[config.mk]
export PLATFORM = sky130hd
export DESIGN_NAME = srx_top
export DESIGN_NICKNAME = d
export VERILOG_FILES = /design/src/inc/srx_pkg.sv /design/src/design/srx_top.sv
export SDC_FILE = /design/constraint.sdc
export NUM_CORES = 1
export LEC_CHECK = 0
export ABC_CLOCK_PERIOD_IN_PS = 3700
export BUFFER_PORTS_ARGS = -buffer_cell sky130_fd_sc_hd__buf_2
export CORE_MARGIN = 2
export CORE_UTILIZATION = 40
export CTS_CLUSTER_SIZE = 30
export DETAILED_ROUTE_END_ITERATION = 10
export GPL_ROUTABILITY_DRIVEN = 0
export MAX_ROUTING_LAYER = met4
export SYNTH_ARGS = -nofsm -noshare
export SYNTH_HDL_FRONTEND = slang
export SYNTH_SLANG_ARGS = --single-unit
export TNS_END_PERCENT = 50
[constraint.sdc]
create_clock -name ref_clk -period 3.7 [get_ports ref_clk]
set_input_delay 0.74 -clock ref_clk [delete_from_list [all_inputs] [get_ports ref_clk]]
set_output_delay 0.74 -clock ref_clk [all_outputs]
set_load 0.02 [all_outputs]
[src/inc/srx_pkg.sv]
// Overview of operation
// - Char done while full sets overrun; new char dropped, buffer kept.
// - Overrun clears by status-one read with flag set, then buffer read.
// - Overrun requests error interrupt only when its enable is set.
// - Noise sets noise flag; enable gates irq; sequence or reset clears.
// - Low stop bit sets framing flag; enable gates irq; sequence clears.
// - Parity mismatch sets parity flag; enable gates irq; sequence clears.
// - Break sets break, framing and full flags; clears ninth bit in 9-bit.
// - Break interrupts through irq when mask bit 5 is set; status-two then buffer read clears; rearm needs high.
// - Low at first sample slot sets in-progress; false start or idle clears.
// - Buffer read gives received byte, write gives transmit byte; reset keeps the received byte, clears the transmit byte.
// - One rate setting drives both receiver and transmitter.
// - Prescale field codes 0..3 divide by 1, 3, 4, 13; reset 0.
// - Rate field divides by two to the code, 1 to 128; reset 0.
// - Bit rate is clock over 64 times prescale times rate divisor.
// - Moving a char into the buffer sets full; sequence read clears.
`default_nettype none
package srx_pkg;
  localparam int unsigned SRX_AW = 8;
  localparam int unsigned SRX_DW = 8;
  // Register offsets.
  localparam logic [7:0] SRX_OFS_CTRL3 = 8'h15;
  localparam logic [7:0] SRX_OFS_STAT1 = 8'h16;
  localparam logic [7:0] SRX_OFS_STAT2 = 8'h17;
  localparam logic [7:0] SRX_OFS_DATA  = 8'h18;
  localparam logic [7:0] SRX_OFS_RATE  = 8'h19;
  localparam logic [7:0] SRX_OFS_ISTAT = 8'h1A;
  localparam logic [7:0] SRX_OFS_IMASK = 8'h1B;
  // Status one: full at bit 5, errors overrun, noise, framing, parity at 3..0.
  localparam int unsigned SRX_ST1_FULL = 5;
  localparam int unsigned SRX_E_OVR    = 3;
  localparam int unsigned SRX_E_NF     = 2;
  localparam int unsigned SRX_E_FE     = 1;
  localparam int unsigned SRX_E_PE     = 0;
  localparam int unsigned SRX_NERR     = 4;
  // Status two fields.
  localparam int unsigned SRX_ST2_BRK = 1;
  localparam int unsigned SRX_ST2_RPF = 0;
  // Control three: ninth bit at 7, enables in the error bit order.
  localparam int unsigned SRX_C3_RX9 = 7;
  // Rate register fields.
  localparam int unsigned SRX_RT_PRE = 4;
  localparam int unsigned SRX_RT_BD  = 0;
  // Interrupt status layout: errors 3..0, full 4, break 5.
  localparam int unsigned SRX_I_FULL = 4;
  localparam int unsigned SRX_I_BRK  = 5;
  localparam int unsigned SRX_NIRQ   = 6;
  // Reset values.
  localparam logic [7:0] SRX_RST_RATE  = 8'h00;
  localparam logic [3:0] SRX_RST_EN    = 4'h0;
  localparam logic [5:0] SRX_RST_IRQ   = 6'h00;
  // Timing: 64 clocks per bit at unit divisors, sampled 16 times per bit.
  localparam int unsigned SRX_RATE_BASE = 64;
  localparam int unsigned SRX_OVERSMP   = 16;
  localparam logic [5:0]  SRX_PRE_BASE  = 6'(SRX_RATE_BASE / SRX_OVERSMP);
  localparam logic [3:0]  SRX_OS_LAST   = 4'(SRX_OVERSMP - 1);

  // Prescale divisor for a field code.
  function automatic logic [5:0] srx_pd(input logic [1:0] code);
    case (code)
      2'h0:    srx_pd = 6'h01;
      2'h1:    srx_pd = 6'h03;
      2'h2:    srx_pd = 6'h04;
      default: srx_pd = 6'h0D;
    endcase
  endfunction : srx_pd

  // Rate divisor for a field code.
  function automatic logic [7:0] srx_bd(input logic [2:0] code);
    srx_bd = 8'h01 << code;
  endfunction : srx_bd
endpackage : srx_pkg
`default_nettype wire

[src/design/srx_top.sv]
`timescale 1ns/1ns
`default_nettype none
module srx_top
  import srx_pkg::*;
(
  input  wire logic          ref_clk,
  input  wire logic          rstn,
  input  wire logic [7:0]    bus_addr,
  input  wire logic [7:0]    bus_wdata,
  input  wire logic          bus_wr,
  input  wire logic          bus_rd,
  output logic      [7:0]    bus_rdata,
  input  wire logic          rx_char_done,
  input  wire logic [7:0]    rx_char_data,
  input  wire logic          rx_char_ninth,
  input  wire logic          nine_bit_mode,
  input  wire logic          rx_noise_det,
  input  wire logic          rx_frame_det,
  input  wire logic          rx_parity_det,
  input  wire logic          rx_break_det,
  input  wire logic          rx_line_high,
  input  wire logic          rx_start_low,
  input  wire logic          rx_false_start,
  input  wire logic          rx_idle_char,
  output logic      [7:0]    transmit_byte,
  output logic               tx_load,
  output logic               sample_tick,
  output logic               baud_tick,
  output logic               err_irq,
  output logic               irq
);

  //////////////////////////////////////////////////////////////////
  // Decode and event terms.
  //////////////////////////////////////////////////////////////////
  logic [7:0]          received_byte;
  logic                rx_ninth_bit;
  logic                full_reg;
  logic                arm_full_reg;
  logic [SRX_NERR-1:0] err_reg;
  logic [SRX_NERR-1:0] arm_err_reg;
  logic [SRX_NERR-1:0] err_set;
  logic                brk_reg;
  logic                arm_brk_reg;
  logic                brk_block_reg;
  logic                rpf_reg;
  logic [3:0]          en_reg;
  logic [1:0]          pre_reg;
  logic [2:0]          bd_reg;
  logic [5:0]          istat_reg;
  logic [5:0]          imask_reg;
  logic [5:0]          irq_ev;
  logic [5:0]          pre_cnt_reg;
  logic [6:0]          bd_cnt_reg;
  logic [3:0]          os_cnt_reg;
  logic [5:0]          pre_last;
  logic [6:0]          bd_last;
  logic                pre_wrap;
  logic                bd_wrap;
  logic                rd_st1;
  logic                rd_st2;
  logic                rd_data;
  logic                wr_sel;
  logic                accept;
  logic                ovr_evt;
  logic                brk_set;
  logic                full_set;

  // Strobe decodes.
  assign rd_st1  = bus_rd && (bus_addr == SRX_OFS_STAT1);
  assign rd_st2  = bus_rd && (bus_addr == SRX_OFS_STAT2);
  assign rd_data = bus_rd && (bus_addr == SRX_OFS_DATA);
  assign wr_sel  = bus_wr && (bus_addr == SRX_OFS_DATA);

  assign accept  = rx_char_done && !full_reg;
  assign ovr_evt = rx_char_done && full_reg;
  assign brk_set = rx_break_det && !brk_block_reg;
  assign full_set = accept || rx_break_det;

  // Error set sources in status-one bit order.
  always_comb begin
    err_set           = '0;
    err_set[SRX_E_OVR] = ovr_evt;
    err_set[SRX_E_NF]  = rx_noise_det;
    err_set[SRX_E_FE]  = rx_frame_det || rx_break_det;
    err_set[SRX_E_PE]  = rx_parity_det;
  end

  //////////////////////////////////////////////////////////////////
  // Data buffer and ninth bit; reset leaves them alone.
  //////////////////////////////////////////////////////////////////
  // buffer without reset
  always_ff @(posedge ref_clk) begin
    if (accept) begin
      received_byte <= rx_char_data;
    end
  end

  always_ff @(posedge ref_clk) begin
    if (rx_break_det && nine_bit_mode) begin
      rx_ninth_bit <= 1'b0;
    end else if (accept) begin
      rx_ninth_bit <= nine_bit_mode ? rx_char_ninth : rx_char_data[7];
    end
  end

  //////////////////////////////////////////////////////////////////
  // Receive flags and their clearing sequences.
  //////////////////////////////////////////////////////////////////
  // full flag, set wins over clear
  always_ff @(posedge ref_clk) begin
    if (!rstn) begin
      full_reg <= 1'b0;
    end else if (full_set) begin
      full_reg <= 1'b1;
    end else if (rd_data && arm_full_reg) begin
      full_reg <= 1'b0;
    end
  end

  // Arms the full flag clear when status one is seen with it set.
  always_ff @(posedge ref_clk) begin
    if (!rstn) begin
      arm_full_reg <= 1'b0;
    end else if (rd_st1) begin
      arm_full_reg <= full_reg;
    end else if (rd_data) begin
      arm_full_reg <= 1'b0;
    end
  end

  // One flag and one arm per error; the arm remembers a status read.
  genvar gi;
  generate
    for (gi = 0; gi < SRX_NERR; gi++) begin : g_err
      always_ff @(posedge ref_clk) begin
        if (!rstn) begin
          err_reg[gi] <= 1'b0;
        end else if (err_set[gi]) begin
          err_reg[gi] <= 1'b1;
        end else if (rd_data && arm_err_reg[gi]) begin
          err_reg[gi] <= 1'b0;
        end
      end

      always_ff @(posedge ref_clk) begin
        if (!rstn) begin
          arm_err_reg[gi] <= 1'b0;
        end else if (rd_st1) begin
          arm_err_reg[gi] <= err_reg[gi];
        end else if (rd_data) begin
          arm_err_reg[gi] <= 1'b0;
        end
      end
    end
  endgenerate

  // break flag and its status-two arm
  always_ff @(posedge ref_clk) begin
    if (!rstn) begin
      brk_reg <= 1'b0;
    end else if (brk_set) begin
      brk_reg <= 1'b1;
    end else if (rd_data && arm_brk_reg) begin
      brk_reg <= 1'b0;
    end
  end

  // Arms the break clear on a status-two read with the flag set.
  always_ff @(posedge ref_clk) begin
    if (!rstn) begin
      arm_brk_reg <= 1'b0;
    end else if (rd_st2) begin
      arm_brk_reg <= brk_reg;
    end else if (rd_data) begin
      arm_brk_reg <= 1'b0;
    end
  end

  always_ff @(posedge ref_clk) begin
    if (!rstn) begin
      brk_block_reg <= 1'b0;
    end else if (rx_break_det) begin
      brk_block_reg <= 1'b1;
    end else if (rx_line_high) begin
      brk_block_reg <= 1'b0;
    end
  end

  always_ff @(posedge ref_clk) begin
    if (!rstn) begin
      rpf_reg <= 1'b0;
    end else if (rx_start_low) begin
      rpf_reg <= 1'b1;
    end else if (rx_false_start || rx_idle_char) begin
      rpf_reg <= 1'b0;
    end
  end

  //////////////////////////////////////////////////////////////////
  // Control, rate, interrupt registers and transmit byte.
  //////////////////////////////////////////////////////////////////
  // Enable bits and rate fields.
  always_ff @(posedge ref_clk) begin
    if (!rstn) begin
      en_reg  <= SRX_RST_EN;
      pre_reg <= SRX_RST_RATE[SRX_RT_PRE +: 2];
      bd_reg  <= SRX_RST_RATE[SRX_RT_BD +: 3];
    end else if (bus_wr && bus_addr == SRX_OFS_CTRL3) begin
      en_reg <= bus_wdata[3:0];
    end else if (bus_wr && bus_addr == SRX_OFS_RATE) begin
      pre_reg <= bus_wdata[SRX_RT_PRE +: 2];
      bd_reg  <= bus_wdata[SRX_RT_BD +: 3];
    end
  end

  // Sticky events, write one to clear; a new event wins.
  assign irq_ev = {brk_set, full_set, err_set};
  always_ff @(posedge ref_clk) begin
    if (!rstn) begin
      istat_reg <= SRX_RST_IRQ;
    end else if (bus_wr && bus_addr == SRX_OFS_ISTAT) begin
      istat_reg <= (istat_reg & ~bus_wdata[5:0]) | irq_ev;
    end else begin
      istat_reg <= istat_reg | irq_ev;
    end
  end

  // Interrupt mask.
  always_ff @(posedge ref_clk) begin
    if (!rstn) begin
      imask_reg <= SRX_RST_IRQ;
    end else if (bus_wr && bus_addr == SRX_OFS_IMASK) begin
      imask_reg <= bus_wdata[5:0];
    end
  end

  assign err_irq = |(err_reg & en_reg);
  assign irq     = |(istat_reg & imask_reg);

  always_ff @(posedge ref_clk) begin
    if (!rstn) begin
      transmit_byte <= 8'h00;
      tx_load       <= 1'b0;
    end else begin
      tx_load <= wr_sel;
      if (wr_sel) begin
        transmit_byte <= bus_wdata;
      end
    end
  end

  // Read data, registered one cycle after the strobe.
  always_ff @(posedge ref_clk) begin
    if (!rstn) begin
      bus_rdata <= 8'h00;
    end else if (bus_rd) begin
      case (bus_addr)
        SRX_OFS_DATA:  bus_rdata <= received_byte;
        SRX_OFS_STAT1: bus_rdata <= {2'h0, full_reg, 1'b0, err_reg};
        SRX_OFS_STAT2: bus_rdata <= {6'h00, brk_reg, rpf_reg};
        SRX_OFS_CTRL3: bus_rdata <= {rx_ninth_bit, 3'h0, en_reg};
        SRX_OFS_RATE:  bus_rdata <= {2'h0, pre_reg, 1'b0, bd_reg};
        SRX_OFS_ISTAT: bus_rdata <= {2'h0, istat_reg};
        SRX_OFS_IMASK: bus_rdata <= {2'h0, imask_reg};
        default:       bus_rdata <= 8'h00;
      endcase
    end else begin
      bus_rdata <= 8'h00;
    end
  end

  //////////////////////////////////////////////////////////////////
  // Rate generator shared by receiver and transmitter.
  //////////////////////////////////////////////////////////////////
  // prescale divisor
  assign pre_last = 6'(SRX_PRE_BASE * srx_pd(pre_reg) - 6'h01);
  assign bd_last  = 7'(srx_bd(bd_reg) - 8'h01);
  assign pre_wrap = (pre_cnt_reg == pre_last);
  assign bd_wrap  = pre_wrap && (bd_cnt_reg == bd_last);

  // 64 x PD x BD clocks
  always_ff @(posedge ref_clk) begin
    if (!rstn || (bus_wr && bus_addr == SRX_OFS_RATE)) begin
      pre_cnt_reg <= 6'h00;
      bd_cnt_reg  <= 7'h00;
      os_cnt_reg  <= 4'h0;
    end else begin
      pre_cnt_reg <= pre_wrap ? 6'h00 : pre_cnt_reg + 6'h01;
      if (pre_wrap) begin
        bd_cnt_reg <= bd_wrap ? 7'h00 : bd_cnt_reg + 7'h01;
      end
      if (bd_wrap) begin
        os_cnt_reg <= os_cnt_reg + 4'h1;
      end
    end
  end

  // Registered tick outputs.
  always_ff @(posedge ref_clk) begin
    if (!rstn) begin
      sample_tick <= 1'b0;
      baud_tick   <= 1'b0;
    end else begin
      sample_tick <= bd_wrap;
      baud_tick   <= bd_wrap && (os_cnt_reg == SRX_OS_LAST);
    end
  end
endmodule : srx_top
`default_nettype wire

==> impl_metrics.env <==
export IMPL_hold_buffers=0
export IMPL_fp_coreArea_um2=8810
export IMPL_postCtsSetupRepairBufs=0
export IMPL_syn_cell_area_um2=3670
export IMPL_clock_path_buffers=2
export IMPL_path_buf_inv=0
export IMPL_setup_violations=0
export IMPL_synth_seq_area_share_pct=45.8
export IMPL_firstDrtPassIters=5
export IMPL_synth_seq_cells=80
export IMPL_max_stage_delay_ps=710
export IMPL_met3_usage_pct=2.65
export IMPL_power_density_nw_per_um2=394
export IMPL_cts_tree="yes"
export IMPL_clock_skew_ps=11.7
export IMPL_syn_inst=404
export IMPL_met1_usage_pct=26.0
export IMPL_grtUsageTotal_pct=19.0
export IMPL_fin_area_um2=4230
export IMPL_worstPathMaxFanout=14
export IMPL_die_area_um2=9960
export IMPL_tns_ps=0
export IMPL_path_clk_slew_ps=90
export IMPL_cts_buffers=9
export IMPL_use_met2_pct=28.4
export IMPL_min_period_ps=2840
export IMPL_grt_busiest_layer="met2"
export IMPL_start_kind="register"
export IMPL_dpl_hpwl_mm=6.40
export IMPL_synth_distinct_cells=53
export IMPL_maxCapViolCount=0
export IMPL_synthDominantCellAreaShare_pct=39.3
export IMPL_postSynth_asyncResetShare_pct=0
export IMPL_hold_path_class="register to register"
export IMPL_ant_nets=0
export IMPL_drc_errors=0
export IMPL_dr_total_vias=3092
export IMPL_rsz0062_at_grt="no"
export IMPL_port_buffer_count=59
export IMPL_clock_latency_ps=360
export IMPL_ys_top_cells_by_area="dfxtp_1 (39%), edfxtp_1 (6.5%), nand2_1 (5.1%)"
export IMPL_grt_pass1_vias=2926
export IMPL_fin_crit_sh_pct=76.8
export IMPL_endpoint_kind="register"
export IMPL_chipHeight_um=99.8
export IMPL_max_vdd_ir_drop_mv=0.179
export IMPL_die_w_um=99.8
export IMPL_path_delay_family="simple AND/OR/NAND/NOR gates"
export IMPL_rows=34
export IMPL_vias_per_cell=5.46
export IMPL_synth_top_area_cell="dfxtp_1"
export IMPL_reg_largest_list="bus_rdata x8, received_byte x8, transmit_byte x8"
export IMPL_area_growth_syn_to_layout_pct=15.3
export IMPL_max_freq_mhz=352
export IMPL_dr_first_iter_drc_count=178
export IMPL_ios=60
export IMPL_wl_per_cell_um=15.7
export IMPL_initial_core_util_pct=41.7
export IMPL_maxSlewViolCount=0
export IMPL_grt_first_pass_wirelength_mm=14.6
export IMPL_drive_above_1_share_pct=18.8
export IMPL_antenna_cells=0
export IMPL_synth_edf_count=8
export IMPL_synth_ff_type="dfxtp_1"
export IMPL_path_cells="or3_1 -> ha_1 -> nor4bb_1 -> a31oi_1 -> a21oi_1 -> a311oi_1 -> nor2_2 -> and3_1"
export IMPL_syn_avg_cell_area_um2=9.09
export IMPL_crit_arrival_ps=3100
export IMPL_grt_start_max_net_pins=40
export IMPL_antenna_found_initial=0
export IMPL_hold_viol=0
export IMPL_status="finished clean"
export IMPL_fin_nets=498
export IMPL_clockRootBuffer="clkbuf_8"
export IMPL_grt_overflow=0
export IMPL_cp_required_ps=3960
export IMPL_power_leakage_nw=1.69
export IMPL_placed_cell_area_um2=4050
export IMPL_path_class="register to register"
export IMPL_yosys_warnings=0
export IMPL_fillerInstances=856
export IMPL_wl_mm=8.87
export IMPL_worst_pin_slew_ps=1050
export IMPL_synth_net_count=449
export IMPL_cts_resized=0
export IMPL_crit_slowest_cell="a311oi_1"
export IMPL_numClockSinks=80
export IMPL_htreeDepth=3
export IMPL_max_slew_margin_pct=28.0
==> per-stage QoR <==
step / power, mW / setup WS [ps] / util (%) / hold slack, ps / std cells
2_1_floorplan: 1.01 / 1050 / - / 413 / 404
3_3_place_gp: 1.06 / 901 / 46.0 / 426 / 550
3_5_place_dp: 1.06 / 847 / 46.0 / 431 / 550
4_1_cts: 1.68 / 845 / 48.1 / 446 / 566
5_1_grt: 1.74 / 596 / 48.1 / 491 / 566
6_report: 1.67 / 860 / 48.1 / 450 / 566
==> path summary, 6_finish.rpt <==
check	start	endpoint	slack, ps	cells after the start
max	bd_reg[1]$_SDFFE_PN0P_	baud_tick$_SDFF_PN0_	860	8
min	pre_cnt_reg[0]$_SDFF_PP0_	pre_cnt_reg[0]$_SDFF_PP0_	450	1
max reg2reg	bd_reg[1]$_SDFFE_PN0P_	baud_tick$_SDFF_PN0_	860	8
min reg2reg	pre_cnt_reg[0]$_SDFF_PP0_	pre_cnt_reg[0]$_SDFF_PP0_	450	1
==> metal layers <==
layer | wire length (µm) | vias up
met5 | 0 | -
met4 | 167 | 0
met3 | 432 | 15
met2 | 3930 | 94
met1 | 4330 | 1438
li1 | - | 1545
==> cells in the final DEF (no fill, tap or decap), types with 3 or more instances in the layout <==
| master | n |
|---|---|
| xor2_1 | 8 |
| a21oi_1 | 15 |
| ha_1 | 6 |
| nor2_1 | 20 |
| nor3_1 | 5 |
| or4_1 | 4 |
| xnor2_1 | 7 |
| and2_1 | 3 |
| nand4_1 | 8 |
| nand3b_1 | 3 |
| o21ai_0 | 8 |
| clkbuf_8 | 9 |
| a22oi_1 | 14 |
| inv_1 | 5 |
| edfxtp_1 | 8 |
| dfxtp_1 | 72 |
| mux2i_1 | 13 |
| nand2b_1 | 3 |
| a22o_1 | 5 |
| buf_4 | 5 |
| nor2b_1 | 29 |
| buf_2 | 59 |
| a31oi_1 | 3 |
| or3_1 | 4 |
| nand3_1 | 22 |
| nand2_1 | 50 |
| and3_1 | 11 |
| a21boi_0 | 21 |
==> cell usage after synthesis, types with 4 or more instances <==
library cell,instances
edfxtp_1,8
o21ai_0,8
nor2_1,20
nand2_1,50
mux2i_1,13
a22oi_1,14
clkbuf_1,24
nand4_1,8
ha_1,6
nor3_1,5
nor2b_1,29
dfxtp_1,72
a21boi_0,21
xnor2_1,7
a22o_1,5
inv_1,5
a21oi_1,15
or3_1,4
xor2_1,8
or4_1,4
and3_1,11
nand3_1,22
==> final cells by class <==
class / count / area (µm²) / area share [%]
multi-input cells: 293 / 1880 / 44.4
flip-flops and latches: 80 / 1680 / 39.7
clock inverters: 5 / 56.3 / 1.33
well taps: 108 / 135 / 3.19
clock buffers: 11 / 131 / 3.10
inverters: 5 / 18.8 / 0.443
repair buffers: 64 / 333 / 7.86
==> where the power goes <==
group          switching, mW  total [mW]  leakage [nW]  internal (mW)
Clock                  0.317       0.628        0.0899          0.311
Combinational         0.0695       0.122         0.944         0.0522
Sequential            0.0201       0.919         0.661          0.899
==> kinds of logic after synthesis <==
kind of cell,synth area share [%]
XOR/XNOR,3.58
multiplexers,4.77
adder cells (fa/ha/maj),2.04
flip-flops,45.8
AO/OA/AOI/OAI,16.2
buffers and inverters,3.24
AND/OR/NAND/NOR,24.4
Power figures use the tool's default switching activity.
